==> src/core/agr_pkg.sv <==
// shared constants for the general register bank
// ----------------------------------------------------------------------------
// ----------------------------------------------------------------------------
package agr_pkg;
    localparam logic [3:0] AGR_OFF_GENERAL_CONTROL = 4'h0;
    localparam logic [3:0] AGR_OFF_GENERAL_STATUS = 4'h4;
    localparam logic [3:0] AGR_OFF_JTAG_PROGRAMMING = 4'h8;
    localparam logic [3:0] AGR_OFF_REFERENCE_CLOCK_COUNT = 4'hc;
    // general control fields
    localparam int AGR_CTL_PROGRAM = 0;
    localparam int AGR_CTL_PROTECT = 1;
    localparam int AGR_CTL_SOFT_RESET = 2;
    localparam int AGR_CTL_PERIODIC_EN = 4;
    localparam int AGR_CTL_FW_LSB = 8;
    localparam int AGR_CTL_TYPE_LSB = 16;
    localparam int AGR_CTL_LED_OVERRIDE = 24;
    localparam int AGR_CTL_LED_GREEN = 25;
    localparam int AGR_CTL_LED_RED = 26;
    // general status and programming fields
    localparam int AGR_STA_PERIODIC = 4;
    localparam int AGR_PRG_RESET = 0;
    localparam int AGR_PRG_TDO = 1;
    localparam int AGR_PRG_TMS = 2;
    localparam int AGR_PRG_TCK = 3;
    localparam int AGR_PRG_TDI = 4;
    localparam int AGR_PRG_PERIODIC = 5;
    // reference tick generation: 40.5 MHz ticks from the 125 MHz clock
    localparam int AGR_CLK_FREQ_KHZ = 125000;
    localparam int AGR_REF_FREQ_KHZ = 40500;
    localparam int AGR_ACC_W = 18;
    localparam logic [AGR_ACC_W-1:0] AGR_ACC_MOD = AGR_ACC_W'(AGR_CLK_FREQ_KHZ);
    localparam logic [AGR_ACC_W-1:0] AGR_ACC_INC = AGR_ACC_W'(AGR_REF_FREQ_KHZ);
    localparam int AGR_PERIOD_LOG2 = 21;
    // divide by 1.5: two carrier ticks out of every three reference ticks
    localparam logic [1:0] AGR_CARRIER_PHASES = 2'h2;
    localparam logic [31:0] AGR_RESET_WORD = 32'h0000_0000;
endpackage

==> src/core/agr_ref_if.sv <==
// reference timing signals between the timer and the register bank
`timescale 1ns/1ps
interface agr_ref_if;
    logic [31:0] ref_count;
    logic ref_tick;
    logic period_tick;
    logic carrier_tick;
    modport timer (
        output ref_count,
        output ref_tick,
        output period_tick,
        output carrier_tick
    );
    modport user (
        input ref_count,
        input ref_tick,
        input period_tick,
        input carrier_tick
    );
endinterface

==> src/core/agr_general_regs.sv <==
// general register bank: control, status, jtag programming, reference count
`timescale 1ns/1ps
module agr_general_regs
    import agr_pkg::*;
#(
    // arbitrary values, replace per build
    parameter logic [7:0] FIRMWARE_REVISION = 8'h01,
    parameter logic [7:0] BOARD_TYPE_CODE = 8'h5a,
    // shorten in simulation; documented period is 2^21 reference ticks
    parameter int PERIOD_LOG2 = AGR_PERIOD_LOG2
) (
    input wire logic clk,
    input wire logic rst,
    input wire logic [3:0] reg_addr,
    input wire logic reg_write,
    input wire logic reg_read,
    input wire logic [31:0] reg_wdata,
    output logic [31:0] reg_rdata,
    output logic reg_rvalid,
    output logic eeprom_program_enable,
    output logic eeprom_protect_enable,
    output logic soft_reset,
    output logic local_irq,
    input wire logic hw_led_green,
    input wire logic hw_led_red,
    output logic led_green,
    output logic led_red,
    output logic jtag_reset_n,
    output logic jtag_tms,
    output logic jtag_tck,
    output logic jtag_tdi,
    input wire logic jtag_tdo,
    output logic [31:0] packet_timestamp,
    output logic carrier_tick
);
    // ------------------------------------------------------------------------
    // state
    // ------------------------------------------------------------------------
    typedef struct packed {
        logic program_en;
        logic protect_en;
        logic periodic_irq_enable;
        logic led_override;
        logic led_green_state;
        logic led_red_state;
        logic periodic_irq_pending;
        logic soft_reset;
        logic irq;
        logic led_green;
        logic led_red;
        logic jtag_reset_n;
        logic jtag_tms;
        logic jtag_tck;
        logic jtag_tdi;
        logic [31:0] timestamp;
        logic carrier_tick;
        logic [31:0] rdata;
        logic rvalid;
    } agr_regs_t;

    agr_regs_t st;
    agr_regs_t next_st;

    // ------------------------------------------------------------------------
    // submodules
    // ------------------------------------------------------------------------
    agr_ref_if ref_bus ();

    agr_ref_timer #(
        .PERIOD_LOG2(PERIOD_LOG2)
    ) u_timer (
        .clk(clk),
        .rst(rst),
        .ref_bus(ref_bus.timer)
    );

    logic tdo_level;

    agr_pin_sync #(
        .RESET_LEVEL(1'b0)
    ) u_tdo_sync (
        .clk(clk),
        .rst(rst),
        .pin(jtag_tdo),
        .level(tdo_level)
    );

    // ------------------------------------------------------------------------
    // register views
    // ------------------------------------------------------------------------
    logic [31:0] control_word;
    logic [31:0] status_word;
    logic [31:0] programming_word;

    always_comb begin
        control_word = AGR_RESET_WORD;
        control_word[AGR_CTL_PROGRAM] = st.program_en;
        control_word[AGR_CTL_PROTECT] = st.protect_en;
        // the soft reset bit is write-only and always reads 0
        control_word[AGR_CTL_PERIODIC_EN] = st.periodic_irq_enable;
        control_word[AGR_CTL_FW_LSB +: 8] = FIRMWARE_REVISION;
        control_word[AGR_CTL_TYPE_LSB +: 8] = BOARD_TYPE_CODE;
        control_word[AGR_CTL_LED_OVERRIDE] = st.led_override;
        control_word[AGR_CTL_LED_GREEN] = st.led_green_state;
        control_word[AGR_CTL_LED_RED] = st.led_red_state;
    end

    always_comb begin
        status_word = AGR_RESET_WORD;
        status_word[AGR_STA_PERIODIC] = st.periodic_irq_pending;
    end

    always_comb begin
        programming_word = AGR_RESET_WORD;
        programming_word[AGR_PRG_RESET] = st.jtag_reset_n;
        programming_word[AGR_PRG_TDO] = tdo_level;
        programming_word[AGR_PRG_TMS] = st.jtag_tms;
        programming_word[AGR_PRG_TCK] = st.jtag_tck;
        programming_word[AGR_PRG_TDI] = st.jtag_tdi;
        programming_word[AGR_PRG_PERIODIC] = st.periodic_irq_pending;
    end

    // ------------------------------------------------------------------------
    // write decode
    // ------------------------------------------------------------------------
    logic wr_control;
    logic wr_status;
    logic wr_programming;

    always_comb begin
        wr_control = reg_write && (reg_addr == AGR_OFF_GENERAL_CONTROL);
        wr_status = reg_write && (reg_addr == AGR_OFF_GENERAL_STATUS);
        wr_programming = reg_write && (reg_addr == AGR_OFF_JTAG_PROGRAMMING);
    end

    // ------------------------------------------------------------------------
    // read select
    // ------------------------------------------------------------------------
    logic [31:0] read_word;

    // unmapped offsets read zero so a probing driver sees an empty slot
    always_comb begin
        case (reg_addr)
            AGR_OFF_GENERAL_CONTROL: begin
                read_word = control_word;
            end
            AGR_OFF_GENERAL_STATUS: begin
                read_word = status_word;
            end
            AGR_OFF_JTAG_PROGRAMMING: begin
                read_word = programming_word;
            end
            AGR_OFF_REFERENCE_CLOCK_COUNT: begin
                // live count, not the delayed stamp copy
                read_word = ref_bus.ref_count;
            end
            default: begin
                read_word = AGR_RESET_WORD;
            end
        endcase
    end

    // ------------------------------------------------------------------------
    // next state
    // ------------------------------------------------------------------------
    always_comb begin
        next_st = st;
        next_st.soft_reset = 1'b0;
        next_st.rvalid = 1'b0;

        // ------------------------------------------------------------------
        // general control write
        // ------------------------------------------------------------------
        if (wr_control) begin
            next_st.program_en = reg_wdata[AGR_CTL_PROGRAM];
            next_st.protect_en = reg_wdata[AGR_CTL_PROTECT];
            next_st.periodic_irq_enable = reg_wdata[AGR_CTL_PERIODIC_EN];
            next_st.led_override = reg_wdata[AGR_CTL_LED_OVERRIDE];
            next_st.led_green_state = reg_wdata[AGR_CTL_LED_GREEN];
            next_st.led_red_state = reg_wdata[AGR_CTL_LED_RED];
            // every write of 1 fires again, nothing to clear first
            next_st.soft_reset = reg_wdata[AGR_CTL_SOFT_RESET];
        end

        // ------------------------------------------------------------------
        // soft reset
        // ------------------------------------------------------------------
        // the pulse goes to the channels, which idle their control fields,
        // flush fifo stages, zero load counts and clear their status flags;
        // eeprom bits and enables stay as they are; here the led override is dropped
        if (next_st.soft_reset) begin
            next_st.led_override = 1'b0;
        end

        // ------------------------------------------------------------------
        // jtag lines
        // ------------------------------------------------------------------
        // bit-level only: software paces the clock, so no shifter is needed
        if (wr_programming) begin
            next_st.jtag_reset_n = reg_wdata[AGR_PRG_RESET];
            next_st.jtag_tms = reg_wdata[AGR_PRG_TMS];
            next_st.jtag_tck = reg_wdata[AGR_PRG_TCK];
            next_st.jtag_tdi = reg_wdata[AGR_PRG_TDI];
        end

        // ------------------------------------------------------------------
        // periodic interrupt
        // ------------------------------------------------------------------
        // write-one-to-clear, but a tick in the same cycle wins
        if (wr_status && reg_wdata[AGR_STA_PERIODIC]) begin
            next_st.periodic_irq_pending = 1'b0;
        end
        if (ref_bus.period_tick) begin
            next_st.periodic_irq_pending = 1'b1;
        end

        next_st.irq = next_st.periodic_irq_pending && next_st.periodic_irq_enable;

        // ------------------------------------------------------------------
        // led drive
        // ------------------------------------------------------------------
        // leds follow receive hardware unless software has taken over
        if (next_st.led_override) begin
            next_st.led_green = next_st.led_green_state;
            next_st.led_red = next_st.led_red_state;
        end else begin
            next_st.led_green = hw_led_green;
            next_st.led_red = hw_led_red;
        end

        // ------------------------------------------------------------------
        // reference timing to the channels
        // ------------------------------------------------------------------
        next_st.timestamp = ref_bus.ref_count;
        next_st.carrier_tick = ref_bus.carrier_tick;

        // ------------------------------------------------------------------
        // read port: one cycle latency, unmapped reads return zero
        // ------------------------------------------------------------------
        // rdata holds between reads so a slow host can still pick it up
        if (reg_read) begin
            next_st.rvalid = 1'b1;
            next_st.rdata = read_word;
        end
    end

    // ------------------------------------------------------------------------
    // registers
    // ------------------------------------------------------------------------
    always_ff @(posedge clk) begin
        if (rst) begin
            st <= '0;
        end else begin
            st <= next_st;
        end
    end

    // ------------------------------------------------------------------------
    // outputs
    // ------------------------------------------------------------------------
    assign reg_rdata = st.rdata;
    assign reg_rvalid = st.rvalid;
    assign eeprom_program_enable = st.program_en;
    assign eeprom_protect_enable = st.protect_en;
    assign soft_reset = st.soft_reset;
    assign local_irq = st.irq;
    assign led_green = st.led_green;
    assign led_red = st.led_red;
    assign jtag_reset_n = st.jtag_reset_n;
    assign jtag_tms = st.jtag_tms;
    assign jtag_tck = st.jtag_tck;
    assign jtag_tdi = st.jtag_tdi;
    assign packet_timestamp = st.timestamp;
    assign carrier_tick = st.carrier_tick;
endmodule

==> src/core/agr_pin_sync.sv <==
// three-stage synchroniser for pin inputs, accepts a level once the second and third stages agree
`timescale 1ns/1ps
module agr_pin_sync
    import agr_pkg::*;
#(
    parameter logic RESET_LEVEL = 1'b0
) (
    input wire logic clk,
    input wire logic rst,
    input wire logic pin,
    output logic level
);
    typedef struct packed {
        logic s1;
        logic s2;
        logic s3;
        logic q;
    } agr_sync_t;

    agr_sync_t st;
    agr_sync_t next_st;

    always_comb begin
        next_st = st;
        next_st.s1 = pin;
        next_st.s2 = st.s1;
        next_st.s3 = st.s2;
        if (st.s2 == st.s3) begin
            next_st.q = st.s3;
        end
    end

    always_ff @(posedge clk) begin
        if (rst) begin
            st <= {4{RESET_LEVEL}};
        end else begin
            st <= next_st;
        end
    end

    assign level = st.q;
endmodule

==> src/core/agr_ref_timer.sv <==
// reference tick generator, free-running reference counter, carrier divider
`timescale 1ns/1ps
module agr_ref_timer
    import agr_pkg::*;
#(
    parameter int PERIOD_LOG2 = AGR_PERIOD_LOG2
) (
    input wire logic clk,
    input wire logic rst,
    agr_ref_if.timer ref_bus
);
    typedef struct packed {
        logic [AGR_ACC_W-1:0] acc;
        logic [31:0] count;
        logic [1:0] phase;
        logic ref_tick;
        logic period_tick;
        logic carrier_tick;
    } agr_timer_t;

    agr_timer_t st;
    agr_timer_t next_st;
    logic [AGR_ACC_W-1:0] sum;

    // fractional accumulator: average tick rate is exactly 40.5/125 of clk
    always_comb begin
        next_st = st;
        sum = st.acc + AGR_ACC_INC;
        next_st.ref_tick = 1'b0;
        next_st.period_tick = 1'b0;
        next_st.carrier_tick = 1'b0;
        if (sum >= AGR_ACC_MOD) begin
            next_st.acc = sum - AGR_ACC_MOD;
            next_st.ref_tick = 1'b1;
            next_st.count = st.count + 32'h0000_0001;
            next_st.period_tick = (next_st.count[PERIOD_LOG2-1:0] == '0);
            next_st.carrier_tick = (st.phase != AGR_CARRIER_PHASES);
            next_st.phase = (st.phase == AGR_CARRIER_PHASES) ? 2'h0 : st.phase + 2'h1;
        end else begin
            next_st.acc = sum;
        end
    end

    always_ff @(posedge clk) begin
        if (rst) begin
            st <= '0;
        end else begin
            st <= next_st;
        end
    end

    assign ref_bus.ref_count = st.count;
    assign ref_bus.ref_tick = st.ref_tick;
    assign ref_bus.period_tick = st.period_tick;
    assign ref_bus.carrier_tick = st.carrier_tick;
endmodule

==> config.mk <==
export PLATFORM = sky130hd
export DESIGN_NAME = agr_general_regs
export DESIGN_NICKNAME = d
export VERILOG_FILES = /design/src/core/agr_pkg.sv /design/src/core/agr_ref_if.sv /design/src/core/agr_general_regs.sv /design/src/core/agr_pin_sync.sv /design/src/core/agr_ref_timer.sv
export SDC_FILE = /design/constraint.sdc
export NUM_CORES = 1
export LEC_CHECK = 0
export BUFFER_PORTS_ARGS = -buffer_cell sky130_fd_sc_hd__buf_2
export CAP_MARGIN = 20
export CORE_ASPECT_RATIO = 0.8
export CORE_MARGIN = 2
export CORE_UTILIZATION = 29
export CTS_CLUSTER_SIZE = 12
export DETAILED_ROUTE_END_ITERATION = 8
export MAX_ROUTING_LAYER = met4
export PLACE_DENSITY = 0.55
export SLEW_MARGIN = 20
export SYNTH_ARGS = -nofsm -noshare
export SYNTH_HDL_FRONTEND = slang
export SYNTH_SLANG_ARGS = --single-unit
==> constraint.sdc <==
create_clock -name clk -period 3.6 [get_ports clk]
set_input_delay 0.18 -clock clk [delete_from_list [all_inputs] [get_ports clk]]
set_output_delay 0.18 -clock clk [all_outputs]
set_load 0.02 [all_outputs]
-- Yosys cells after proc, flatten, opt, wreduce, memory -nomap -nowiden
Cells that the tools add are included.
- reduce and logical (&&, ||, !) cells: 8
- bitwise operators: 1
- multiplexer cells: 10
- equality and inequality tests: 6
- add/subtract/negate cells: 4
- magnitude comparators: 1
- operators by type and width (cell ; count):
    $pmux 32 s4 ; 1
    $add 32x1->32 const B ; 1
    $logic_not 21->1 ; 1
    $add 18x16->18 const B ; 1
    $ge 18x17->1 const B ; 1
    $mux 18 ; 1
    $sub 18x17->18 const B ; 1
    $eq 4x4->1 const B ; 2
    $logic_and 1x1->1 ; 5
    $mux 1 ; 5
    $eq 4x3->1 const B ; 1
    $logic_not 4->1 ; 1
    $mux 2 ; 2
    $mux 4 ; 1
    $add 2x1->2 const B ; 1
    $eq 2x2->1 const B ; 1
    $ne 2x2->1 const B ; 1
    $reduce_or 2->1 ; 1
    $eq 1x1->1 ; 1
    $not 1->1 ; 1
- register bits after elaboration: 139
- output and inout port bits: 76

-- Longest topological paths before layout
Gate-level depths: netlist of the first run.
- depth after elaboration: 6
- gate-level depth with buffers: 11
- mapped depth without buffers: 10

-- Modules after synthesis
A second synthesis of the first run with hierarchy kept.
- cell total of the unflattened synthesis: 751
- area, all modules: 6523.8 sq um
- by module, submodules not included (module ; seq. area each (sq um) ; instances ; area an instance (sq um) ; cells an instance):
    agr_ref_timer ; 1061.0 ; 1 ; 3545.9 ; 443
    agr_general_regs ; 1621.6 ; 1 ; 2865.2 ; 298
    agr_pin_sync ; 80.1 ; 1 ; 112.6 ; 10

-- Worst setup path after synthesis of the first run
OpenSTA, ideal clock, no wires.
- kind: reg2reg
- from: reg u_timer.st[39] in the netlist's numbering
- to: reg u_timer.st, in the netlist u_timer.ref_bus.ref_count[28]
- required time: 3.479 ns
- data arrival time: 2.531 ns
- setup slack: 0.948 ns
- stages on the path, launching flop included: 10
- clock period less this slack: 2.652 ns
- path through: dfxtp_1 ha_1 buf_2 nor3_4 o21ai_1 xnor2_1 nand2b_1 o311ai_4 a2111oi_2 mux2_2
- longest elaborated chain between the ends: 2
- RTL lines (item ; line ; source):
    start: declaration ; agr_ref_timer.sv:21 ; agr_timer_t st;
    start signal: assignment ; agr_ref_timer.sv:48 ; st <= next_st;
    $add 18x16->18 ; agr_ref_timer.sv:28 ; sum = st.acc + AGR_ACC_INC;
    $ge 18x17->1 ; agr_ref_timer.sv:32 ; if (sum >= AGR_ACC_MOD) begin
Every way passes these cells.
A chain may end at the register's enable or synchronous reset.

-- Worst setup path after layout of the first run
- from: reg u_timer.st[39] in the netlist's numbering
- to: reg u_timer.st[53] in the netlist's numbering
- longest elaborated chain between the ends: 3
- elaborated cells between the ends (all ways): 4
- RTL lines (item ; line):
    $add 18x16->18 * ; agr_ref_timer.sv:28
    $sub 18x17->18 / $ge 18x17->1 (equally long branches) ; agr_ref_timer.sv:33, agr_ref_timer.sv:32
    $mux 18 * ; agr_ref_timer.sv:32
Every way passes the cells marked *; elsewhere a longest branch is shown, timed or not.

==> results of run 1 <==
[critical path, cell delays in order (launching register included)]
cell and delay, ns:
sky130_fd_sc_hd__dfxtp_1 0.52, sky130_fd_sc_hd__ha_1 0.45, sky130_fd_sc_hd__nor3_4 0.11, sky130_fd_sc_hd__o21bai_1 0.18
sky130_fd_sc_hd__xor2_1 0.38, sky130_fd_sc_hd__nand2b_1 0.17, sky130_fd_sc_hd__o311ai_4 0.39, sky130_fd_sc_hd__buf_4 0.35
sky130_fd_sc_hd__a21oi_1 0.13, sky130_fd_sc_hd__mux2_1 0.32
[cells by family (layout without fill, tap and decap cells)]
group / count (synthesis) / after routing / synth area share
and+or+nand+nor: 294 / 294 / 0.239
AOI/OAI and AO/OA: 165 / 165 / 0.163
DFF: 137 / 137 / 0.435
buffers and inverters: 64 / 155 / 0.0481
muxes: 41 / 41 / 0.0725
xor gates and xnor gates: 22 / 22 / 0.0336
adders and majority gates: 4 / 4 / 0.00794
[power groups by stage]
stage / sequential, W / combinational, W / clock [W]
6_report: 0.00176 / 0.000946 / 0.00165
5_1_grt: 0.00178 / 0.00106 / 0.00176
4_1_cts: 0.00176 / 0.000945 / 0.00169
3_5_place_dp: 0.00179 / 0.000933 / 0
3_3_place_gp: 0.00179 / 0.000922 / 0
2_1_floorplan: 0.00173 / 0.000772 / 0
[cells in the final DEF, fill, tap and decap left out, drive strengths merged, types with 19 or more instances in the layout]
master,synthesis,routed
nand3,52,52
o21ai,27,27
buf,20,111
mux2,37,37
dfxtp,137,137
clkbuf,33,19
nor2,84,84
nor2b,43,43
a21oi,91,91
nand2,48,48
[cell type report]
cell class,instances,area [um^2]
sequential,137,2740
tap,275,344
timing repair buffer,114,638
fill,2240,13900
clock buffer,19,453
clock inverter,11,100
inverter,11,41.3
multi-input combinational,526,3270
[layer usage]
layer	global-route usage	vias up	routed length, um
li1	-	2707	-
met5	-	-	0
met2	0.209	128	6980
met1	0.220	2557	8650
met3	0.0335	7	788
met4	0.0412	0	138
[flip-flops by register name, indices dropped and copies added, names as in the netlist, 2 cells and up]
| name | cells |
|---|---|
| control_word | 4 |
| u_timer.ref_bus.ref_count | 32 |
| u_tdo_sync.next_st | 2 |
| reg_rdata | 32 |
| packet_timestamp | 32 |
| u_timer.st | 18 |
[path summary, 6_finish.rpt]
check | start | end
min reg2reg | u_tdo_sync.next_st[2]$_SDFF_PP0_ | u_tdo_sync.next_st[1]$_SDFF_PP0_
max | u_timer.st[39]$_SDFF_PP0_ | u_timer.st[53]$_SDFF_PP0_
max reg2reg | u_timer.st[39]$_SDFF_PP0_ | u_timer.st[53]$_SDFF_PP0_
min | reg_wdata[3] | jtag_tck$_SDFFE_PP0P_
[metrics by stage]
step	hold WS [ns]	area [um^2]	power, W	util	setup WS, ns
after floorplan	0.267	6300	0.00251	-	0.948
after global placement	0.396	6990	0.00272	0.326	0.527
after detailed placement	0.396	6990	0.00273	0.326	0.496
after CTS	0.0000739	7570	0.00440	0.353	0.484
after global routing	0.00355	7590	0.00460	0.354	0.172
final	0.0158	7590	0.00436	0.354	0.468
==> run summary, run 1 <==
OUTCOME
--------------------------------------------------------------------------------------------------------
Status                                                                                      complete, no violations

GRT
--------------------------------------------------------------------------------------------------------
Number of global-route vias before repair                                                           4974
Pin count of the biggest net entering global routing                                                  77
Global Route Usage Sum                                                                             0.151
Wire length of the first global-routing pass                                                    26600 um
Number of antenna violations at the first check in global routing                                      0
Sum of overflow across all layers after global routing                                                 0

POWER AND IR DROP
--------------------------------------------------------------------------------------------------------
Power dissipated by switching net loads                                                        0.00138 W
Leakage power of the design                                                                      2.99 nW
Combinational group share of total power                                                           0.217
Total internal power                                                                           0.00298 W
Power Dens Cells                                                                             575 mW/mm^2
Share of total power in the clock network                                                          0.379
Peak supply drop                                                                                0.225 mV
Switching power as a share of total power                                                          0.316
Relative contribution of sequential cells to total power                                           0.404

CRITICAL PATH
--------------------------------------------------------------------------------------------------------
Crit Path Class                                                                             flop to flop
Worst Path Required                                                                              3.91 ns
Nature of the critical path startpoint                                                              flop
Flop2flop setup slack                                                                            0.47 ns
Arrival @ worst endpoint                                                                         3.44 ns
Number of cell instances on the worst register-to-register path                                        9
Maximum fanout count along the critical path                                                          19
Kind of end point of the critical path                                                              flop

WORST HOLD PATH
--------------------------------------------------------------------------------------------------------
Hold Path Class                                                                             input pin to flop
Number of cells on the worst hold path                                                                 3

CTS
--------------------------------------------------------------------------------------------------------
Number of buffers inserted by hold repair at cts                                                       3
Maximum buffer depth of the clock tree                                                                 2
Total clock sinks                                                                                    137
Root Buffer                                                                                 sky130_fd_sc_hd__clkbuf_16
Count of buffers added by post-CTS timing repair for setup                                             0
Total number of H-tree levels                                                                          4
Post-CTS clock slew at the launch and capture registers of the worst setup and hold paths        0.06 ns
TritonCTS clock tree                                                                               built
Clock latency on the worst-skew pair                                                             0.42 ns
TritonCTS Buffers                                                                                     17
Post_cts resized                                                                                       0

STA
--------------------------------------------------------------------------------------------------------
Peak clock frequency supported by timing                                                         319 MHz
Share of the cycle needed by the critical path after routing                                       0.870
Minimum clock period                                                                             3.13 ns
Final number of max-transition violations                                                              0
Post-route setup TNS                                                                                0 ns
Final worst clock skew                                                                        0.00807 ns
Least-Margin Pin Slew                                                                            1.04 ns
Endpoints failing setup                                                                                0
Final hold violation count                                                                             0
Slew headroom                                                                                      0.304
Unrepaired setup endpoints after global routing                                                       no

SYNTHESIS
--------------------------------------------------------------------------------------------------------
Per-instance average area after synthesis                                                      8.67 um^2
Cells after Synth                                                                                    727
Most repeated cell in the gate-level netlist after synthesis                                sky130_fd_sc_hd__dfxtp_1
Number of enable flip-flop cells after synthesis                                                       0
Most used flip-flop cell after synthesis                                                    sky130_fd_sc_hd__dfxtp_1
Portion of synthesized cell area occupied by the leading cell type                                 0.435
Post-synthesis async set-or-reset flop share                                                           0
Post-synthesis register bit count                                                                    137
Count of unique library cells instantiated by Yosys                                                   71
Top cells by instance count after synthesis                                                 sky130_fd_sc_hd__dfxtp_1, sky130_fd_sc_hd__a21oi_1, sky130_fd_sc_hd__nor2_1
Cell area after technology mapping                                                          0.00630 mm^2
Synth top area cells                                                                        sky130_fd_sc_hd__dfxtp_1, sky130_fd_sc_hd__a21oi_1, sky130_fd_sc_hd__nor2_1
Number of synthesis warnings                                                                           0
Top cell type by total area after synthesis                                                 sky130_fd_sc_hd__dfxtp_1
Syn Nets                                                                                             774
Sequential element share of the synthesized area                                                   0.435

FLOORPLANNING
--------------------------------------------------------------------------------------------------------
Die boundary height                                                                               136 um
Die Area                                                                                     0.0229 mm^2
Initial standard-cell utilization of the core                                                      0.294
IO Count                                                                                             119
Die width                                                                                         169 um
Row Count                                                                                             48
Floorplan Core Area                                                                          0.0214 mm^2

DETAILED ROUTING
--------------------------------------------------------------------------------------------------------
Number of optimization iterations in the first detailed-route pass                                     5
Vias post-DR                                                                                        5399
Aggregate routed wire length                                                                    16600 um
Routed Antenna Nets                                                                                    0
Remaining routing DRC violations                                                                       0
Vias/cell                                                                                           4.94
Post-detailed-route wirelength per cell                                                          15.1 um
Iteration-0 DRC Markers                                                                              389

FINAL LAYOUT
--------------------------------------------------------------------------------------------------------
Nets@finish                                                                                          854
Fraction of final layout cells sized beyond drive strength 1                                       0.229
Post-route non-filler standard cell count                                                           1093
Antenna cell count                                                                                     0
Layout Area Growth over Synthesis                                                                  20.4%

PLACE
--------------------------------------------------------------------------------------------------------
Placer's final routability congestion estimate                                                     0.812
Number of buffer cells added on primary ports                                                         94
Number of cells after detailed placement                                                            1059
HPWL reported at the end of detailed placement                                                  11400 um

RUN
--------------------------------------------------------------------------------------------------------
Number of max-cap violations                                                                           0

Power figures use the tool's default switching activity.
==> run 2, diff against run 1 <==
--- a/config.mk
+++ b/config.mk
@@ -9,11 +9,11 @@
 export CAP_MARGIN = 20
 export CORE_ASPECT_RATIO = 0.8
 export CORE_MARGIN = 2
-export CORE_UTILIZATION = 29
+export CORE_UTILIZATION = 45
 export CTS_CLUSTER_SIZE = 12
 export DETAILED_ROUTE_END_ITERATION = 8
 export MAX_ROUTING_LAYER = met4
-export PLACE_DENSITY = 0.55
+export PLACE_DENSITY = 0.75
 export SLEW_MARGIN = 20
 export SYNTH_ARGS = -nofsm -noshare
 export SYNTH_HDL_FRONTEND = slang
==> constraint.sdc (replaced) <==
create_clock -name clk -period 3.47 [get_ports clk]
set_input_delay 0.1735 -clock clk [delete_from_list [all_inputs] [get_ports clk]]
set_output_delay 0.1735 -clock clk [all_outputs]
set_load 0.02 [all_outputs]
==> run summary, run 2 (synthesis results as in run 1) <==
STA
--------------------------------------------------------------------------------------------------------
Final worst clock skew                                                                         0.0104 ns   +0.00228 ns
Final hold violation count                                                                             0   unchanged
Peak clock frequency supported by timing                                                         313 MHz   -1.8%
Slew headroom                                                                                      0.301   -0.00284
Endpoints failing setup                                                                                0   unchanged
Minimum clock period                                                                             3.19 ns   +0.0590 ns
Share of the cycle needed by the critical path after routing                                       0.920   +0.0496
Least-Margin Pin Slew                                                                            1.05 ns   +0.00583 ns
Fin worst setup slack                                                                           0.279 ns   -0.189 ns
Unrepaired setup endpoints after global routing                                                       no
Final number of max-transition violations                                                              0   unchanged
WHS                                                                                            0.0182 ns   +0.00236 ns
Post-route setup TNS                                                                                0 ns   unchanged

POWER AND IR DROP
--------------------------------------------------------------------------------------------------------
Leakage power of the design                                                                      3.03 nW   +1.7%
Peak supply drop                                                                                0.388 mV   +73%
Power Dens Cells                                                                             638 mW/mm^2   +11%

PLACE
--------------------------------------------------------------------------------------------------------
Number of buffer cells added on primary ports                                                         94   unchanged
Placer's final routability congestion estimate                                                     0.834   +2.7%
Worst slack after detailed placement                                                            0.379 ns   -0.117 ns
HPWL reported at the end of detailed placement                                                  10400 um   -9.0%

RUN
--------------------------------------------------------------------------------------------------------
Number of max-cap violations                                                                           0   unchanged

FINAL LAYOUT
--------------------------------------------------------------------------------------------------------
Layout Area Growth over Synthesis                                                                  19.9%
Leading cell type in the layout, fill and taps excluded                                     sky130_fd_sc_hd__dfxtp_1
Nets@finish                                                                                          851   -0.35%
Fraction of final layout cells sized beyond drive strength 1                                       0.224   -0.00462
Antenna cell count                                                                                     0   unchanged
Most frequent cells in the layout                                                           sky130_fd_sc_hd__dfxtp_1, sky130_fd_sc_hd__buf_2, sky130_fd_sc_hd__a21oi_1, sky130_fd_sc_hd__nor2_1, sky130_fd_sc_hd__nand3_1

CRITICAL PATH
--------------------------------------------------------------------------------------------------------
Worst Path Required                                                                              3.76 ns   -0.15 ns
Arrival @ worst endpoint                                                                         3.48 ns   +0.04 ns
Crit Path Class                                                                             flop to flop
Nature of the critical path startpoint                                                              flop
Kind of end point of the critical path                                                              flop
Maximum fanout count along the critical path                                                          10   -9

FLOORPLANNING
--------------------------------------------------------------------------------------------------------
Die width                                                                                         136 um   -19%
Row Count                                                                                             38   -21%
Die boundary height                                                                               110 um   -19%
IO Count                                                                                             119   unchanged
Initial standard-cell utilization of the core                                                      0.463   +0.169
Floorplan Core Area                                                                          0.0136 mm^2   -37%
Die Area                                                                                     0.0150 mm^2   -35%

CTS
--------------------------------------------------------------------------------------------------------
Root Buffer                                                                                 sky130_fd_sc_hd__clkbuf_16
Clock latency on the worst-skew pair                                                             0.41 ns   about the same
TritonCTS clock tree                                                                               built
Maximum buffer depth of the clock tree                                                                 2   unchanged
Total number of H-tree levels                                                                          4   unchanged
Total clock sinks                                                                                    137   unchanged
Post_cts resized                                                                                       0   unchanged
TritonCTS Buffers                                                                                     17   unchanged
Post-CTS clock slew at the launch and capture registers of the worst setup and hold paths        0.06 ns   about the same

GRT
--------------------------------------------------------------------------------------------------------
Global Route Usage Sum                                                                             0.220   +0.0691
Sum of overflow across all layers after global routing                                                 0   unchanged
Pin count of the biggest net entering global routing                                                 100   +30%
Number of antenna violations at the first check in global routing                                      0   unchanged
Number of global-route vias before repair                                                           5030   +1.1%
Wire length of the first global-routing pass                                                    25400 um   -4.2%

DETAILED ROUTING
--------------------------------------------------------------------------------------------------------
Routed Antenna Nets                                                                                    0   unchanged
Post-detailed-route wirelength per cell                                                          15.5 um   +2.6%
Vias post-DR                                                                                        5448   +0.91%
Aggregate routed wire length                                                                    15500 um   -6.4%
Iteration-0 DRC Markers                                                                              447   +15%
Number of optimization iterations in the first detailed-route pass                                     5   unchanged
Vias/cell                                                                                           5.46   +11%
Remaining routing DRC violations                                                                       0   unchanged

OUTCOME
--------------------------------------------------------------------------------------------------------
Status                                                                                      complete, no violations

WORST HOLD PATH
--------------------------------------------------------------------------------------------------------
Hold Path Class                                                                             input pin to flop

run 2: changes by cell type in the layout (fill, tap and decap cells not counted), sizes merged:
cell / before / now
bufinv: 1 / 6
buf: 111 / 108
clkinv: 4 / 3
clkbuf: 19 / 20
inv: 12 / 13
clkinvlp: 5 / 1
run 2: stage by stage:
stage / cell area (um^2) / power (W) / std cells / utilization
after detailed placement: 6870 / 0.00281 / 962 / 0.505
after floorplan: 6300 / 0.00260 / 727 / -
after CTS: 7550 / 0.00484 / 997 / 0.556
after global routing: 7550 / 0.00504 / 997 / 0.556
after global placement: 6870 / 0.00278 / 962 / 0.505
final: 7550 / 0.00482 / 997 / 0.556
run 2: layer usage:
layer / track usage / vias to the layer above / wire length (um)
li1: - / 2715 / -
met1: 0.305 / 2550 / 7640
met2: 0.331 / 167 / 6890
met3: 0.0438 / 16 / 824
met4: 0.0558 / 0 / 133
met5: - / - / 0
run 2: final timing paths:
check             depth (start not counted)                                         to  slack (ns)                             start
setup / recovery                          8  u_timer.ref_bus.ref_count[2]$_SDFFE_PP0P_        0.28         u_timer.st[39]$_SDFF_PP0_
hold / removal                            3         eeprom_protect_enable$_SDFFE_PP0P_        0.02                      reg_wdata[1]
setup reg to reg                          8  u_timer.ref_bus.ref_count[2]$_SDFFE_PP0P_        0.28         u_timer.st[39]$_SDFF_PP0_
hold reg to reg                           1           u_tdo_sync.next_st[1]$_SDFF_PP0_        0.44  u_tdo_sync.next_st[2]$_SDFF_PP0_
run 2: area by class of cell:
class                      instances  area, um^2
inverter                          11        41.3
tap                              180         225
fill                            1268        6040
clock buffer                      20         437
sequential                       137        2740
clock inverter                    12         220
timing repair buffer             111         621
multi-input combinational        526        3270
run 2: power by group:
| group | internal, W | switching, W | leakage (nW) |
|---|---|---|---|
| registers | 0.00167 | 0.000161 | 1.11 |
| logic | 0.000406 | 0.000563 | 1.61 |
| clock network | 0.00135 | 0.000672 | 0.319 |
run 2: timing repair:
action                                  4_1_cts  5_1_grt
buffers inserted                              0        0
endpoints found under the setup margin        0        0
hold endpoints to repair                      3        0
hold buffers                                  3        0
run 2: worst max-delay path, cell delays in order (launching register included):
cell and delay (ns):
sky130_fd_sc_hd__dfxtp_1 0.54, sky130_fd_sc_hd__ha_1 0.47, sky130_fd_sc_hd__nor3_4 0.11, sky130_fd_sc_hd__o21bai_1 0.19, sky130_fd_sc_hd__xor2_1 0.43, sky130_fd_sc_hd__nand2b_1 0.18
sky130_fd_sc_hd__o311a_1 0.47, sky130_fd_sc_hd__o21ai_0 0.32, sky130_fd_sc_hd__mux2_2 0.37
==> run 3, diff against run 2 <==
--- a/config.mk
+++ b/config.mk
@@ -7,13 +7,15 @@
 export LEC_CHECK = 0
 export BUFFER_PORTS_ARGS = -buffer_cell sky130_fd_sc_hd__buf_2
 export CAP_MARGIN = 20
+export CELL_PAD_IN_SITES_DETAIL_PLACEMENT = 1
+export CELL_PAD_IN_SITES_GLOBAL_PLACEMENT = 2
 export CORE_ASPECT_RATIO = 0.8
 export CORE_MARGIN = 2
-export CORE_UTILIZATION = 45
+export CORE_UTILIZATION = 33
 export CTS_CLUSTER_SIZE = 12
 export DETAILED_ROUTE_END_ITERATION = 8
 export MAX_ROUTING_LAYER = met4
-export PLACE_DENSITY = 0.75
+export PLACE_DENSITY = 0.87
 export SLEW_MARGIN = 20
 export SYNTH_ARGS = -nofsm -noshare
 export SYNTH_HDL_FRONTEND = slang
==> run summary, run 3 (synthesis results as in run 1) <==
GRT
--------------------------------------------------------------------------------------------------------
Number of antenna violations at the first check in global routing                                      0   unchanged
Sum of overflow across all layers after global routing                                                 0   unchanged
Pin count of the biggest net entering global routing                                                  77   -23%
Wire length of the first global-routing pass                                                    29300 um   +15%
Number of global-route vias before repair                                                           5506   +9.5%
Global Route Usage Sum                                                                             0.190   -0.0306

POWER AND IR DROP
--------------------------------------------------------------------------------------------------------
Relative contribution of sequential cells to total power                                           0.399   +0.019
Leakage power of the design                                                                      3.01 nW   -0.77%
Total internal power                                                                           0.00312 W   -8.7%
Switching power as a share of total power                                                          0.320   +0.0304
Share of total power in the clock network                                                          0.381   -0.038
Combinational group share of total power                                                           0.220   +0.019
Power dissipated by switching net loads                                                        0.00147 W   +5.3%
Power Dens Cells                                                                             604 mW/mm^2   -5.3%
Peak supply drop                                                                                0.253 mV   -35%
Pwr Total                                                                                      0.00460 W   -4.7%

FINAL LAYOUT
--------------------------------------------------------------------------------------------------------
Most frequent cells in the layout                                                           sky130_fd_sc_hd__dfxtp_1, sky130_fd_sc_hd__buf_2, sky130_fd_sc_hd__a21oi_1, sky130_fd_sc_hd__nor2_1, sky130_fd_sc_hd__nand3_1
Nets@finish                                                                                          855   +0.47%
Final design utilization                                                                           0.403   -0.152
Layout Area Growth over Synthesis                                                                  20.7%
Antenna cell count                                                                                     0   unchanged
Fraction of final layout cells sized beyond drive strength 1                                       0.229   +0.00500
Leading cell type in the layout, fill and taps excluded                                     sky130_fd_sc_hd__dfxtp_1

STA
--------------------------------------------------------------------------------------------------------
Peak clock frequency supported by timing                                                         328 MHz   +4.8%
Post-route setup TNS                                                                                0 ns   unchanged
Final number of max-transition violations                                                              0   unchanged
Endpoints failing setup                                                                                0   unchanged
Final hold violation count                                                                             0   unchanged
Unrepaired setup endpoints after global routing                                                       no
WHS                                                                                           0.00733 ns   -0.0108 ns
Minimum clock period                                                                             3.04 ns   -0.147 ns
Least-Margin Pin Slew                                                                            1.02 ns   -0.0233 ns
Final worst clock skew                                                                         0.0153 ns   +0.00494 ns
Share of the cycle needed by the critical path after routing                                       0.877   -0.0422
Slew headroom                                                                                      0.313   +0.0121

CTS
--------------------------------------------------------------------------------------------------------
Post-CTS clock slew at the launch and capture registers of the worst setup and hold paths        0.06 ns   about the same
TritonCTS Buffers                                                                                     17   unchanged
Maximum buffer depth of the clock tree                                                                 2   unchanged
Count of buffers added by post-CTS timing repair for setup                                             0   unchanged
Clock latency on the worst-skew pair                                                             0.43 ns   +0.02 ns
Root Buffer                                                                                 sky130_fd_sc_hd__clkbuf_16
Total number of H-tree levels                                                                          4   unchanged
TritonCTS clock tree                                                                               built
Total clock sinks                                                                                    137   unchanged

CRITICAL PATH
--------------------------------------------------------------------------------------------------------
Maximum fanout count along the critical path                                                          10   unchanged
Nature of the critical path startpoint                                                              flop
Delay of the slowest cell on the worst path                                                      0.52 ns   -0.02 ns
Arrival @ worst endpoint                                                                         3.35 ns   -0.13 ns
Worst Path Required                                                                              3.77 ns   about the same
Crit-path slowest cell                                                                      sky130_fd_sc_hd__dfxtp_1
Beginning of the worst register-to-register path                                            u_timer.st[39]$_SDFF_PP0_
Worst setup path start                                                                      u_timer.st[39]$_SDFF_PP0_
List of cells traversed by the critical path                                                ha_1 > inv_1 > o21ai_0 > a31o_2 > nand3_2 > o311a_1 > buf_4 > o2111ai_1 > mux2_2
Kind of end point of the critical path                                                              flop
Crit Path Class                                                                             flop to flop
Buffer and inverter count on the worst path                                                            2   +2
Largest delay share family, worst path                                                      compound AO/OA/AOI/OAI gates

PLACE
--------------------------------------------------------------------------------------------------------
Placer's final routability congestion estimate                                                     0.780   -6.4%
Number of buffer cells added on primary ports                                                         94   unchanged
HPWL reported at the end of detailed placement                                                  12100 um   +17%

DETAILED ROUTING
--------------------------------------------------------------------------------------------------------
Post-detailed-route wirelength per cell                                                          16.6 um   +6.8%
Number of optimization iterations in the first detailed-route pass                                     4   -1
Aggregate routed wire length                                                                    17900 um   +16%
Vias post-DR                                                                                        5489   +0.75%
Iteration-0 DRC Markers                                                                              325   -27%
Remaining routing DRC violations                                                                       0   unchanged
Routed Antenna Nets                                                                                    0   unchanged
Vias/cell                                                                                           5.09   -6.9%

FLOORPLANNING
--------------------------------------------------------------------------------------------------------
Row Count                                                                                             45   +18%
Die boundary height                                                                               128 um   +16%
IO Count                                                                                             119   unchanged
Floorplan Core Area                                                                          0.0189 mm^2   +39%
Initial standard-cell utilization of the core                                                      0.334   -0.129
Die width                                                                                         158 um   +16%
Die Area                                                                                     0.0202 mm^2   +35%

WORST HOLD PATH
--------------------------------------------------------------------------------------------------------
Hold path startpoint                                                                        reg_wdata[1]
Hold Path Class                                                                             input pin to flop

RUN
--------------------------------------------------------------------------------------------------------
Number of max-cap violations                                                                           0   unchanged

OUTCOME
--------------------------------------------------------------------------------------------------------
Status                                                                                      complete, no violations

==> run 3: cell types whose count changed in the layout (fill, tap and decap cells not counted), moves of 2 or more <==
cell                         delta
sky130_fd_sc_hd__buf_4          +2
sky130_fd_sc_hd__bufinv_16      -5
sky130_fd_sc_hd__clkbuf_1       -3
sky130_fd_sc_hd__clkbuf_8       +2
sky130_fd_sc_hd__clkinv_4       +2
sky130_fd_sc_hd__clkinvlp_4     +3
==> run 3: path summary, 6_finish.rpt <==
kind	end	slack, ns	depth (start not counted)
setup reg to reg	u_timer.st[46]$_SDFF_PP0_	0.43	9
hold / removal	eeprom_protect_enable$_SDFFE_PP0P_	0.007	3
hold reg to reg	carrier_tick$_SDFF_PP0_	0.44	1
setup / recovery	u_timer.st[46]$_SDFF_PP0_	0.43	9
==> run 3: through the flow <==
stage	instances	setup WS, ns	cell area [um^2]
2_1_floorplan	727	0.818	6300
3_3_place_gp	1043	0.468	6990
3_5_place_dp	1043	0.437	6990
4_1_cts	1079	0.415	7610
5_1_grt	1079	0.172	7610
6_report	1079	0.425	7610
==> run 3: cell type report <==
cell class	instances	area, um^2
fill	2257	11300
multi-input combinational	526	3260
sequential	137	2740
timing repair buffer	115	666
clock buffer	19	453
tap	258	323
clock inverter	13	119
inverter	11	41.3
==> run 3: what timing repair did <==
item,4_1_cts,5_1_grt
endpoints found under the hold margin,4,0
gates resized for setup,0,0
endpoints found under the setup margin,0,0
hold buffers,4,0
==> run 3: worst min-delay path, delay by kind of cell <==
kind | cells | cell delay (ns)
AO/OA/AOI/OAI | 1 | 0.06
AND/OR/NAND/NOR | 1 | 0.06
buffers and inverters | 1 | 0.09
==> run 3: layer usage <==
| metal | wire length [um] | track usage |
|---|---|---|
| met1 | 8880 | 0.260 |
| met2 | 8290 | 0.285 |
| met3 | 610 | 0.0380 |
| met4 | 119 | 0.0535 |
| met5 | 0 | - |
==> run 3: power groups by stage <==
stage / clock [W] / sequential (W) / combinational (W)
after floorplan: 0 / 0.00180 / 0.000801
after global placement: 0 / 0.00186 / 0.000982
after detailed placement: 0 / 0.00187 / 0.00100
after CTS: 0.00178 / 0.00183 / 0.00102
after global routing: 0.00185 / 0.00185 / 0.00114
final: 0.00175 / 0.00183 / 0.00101
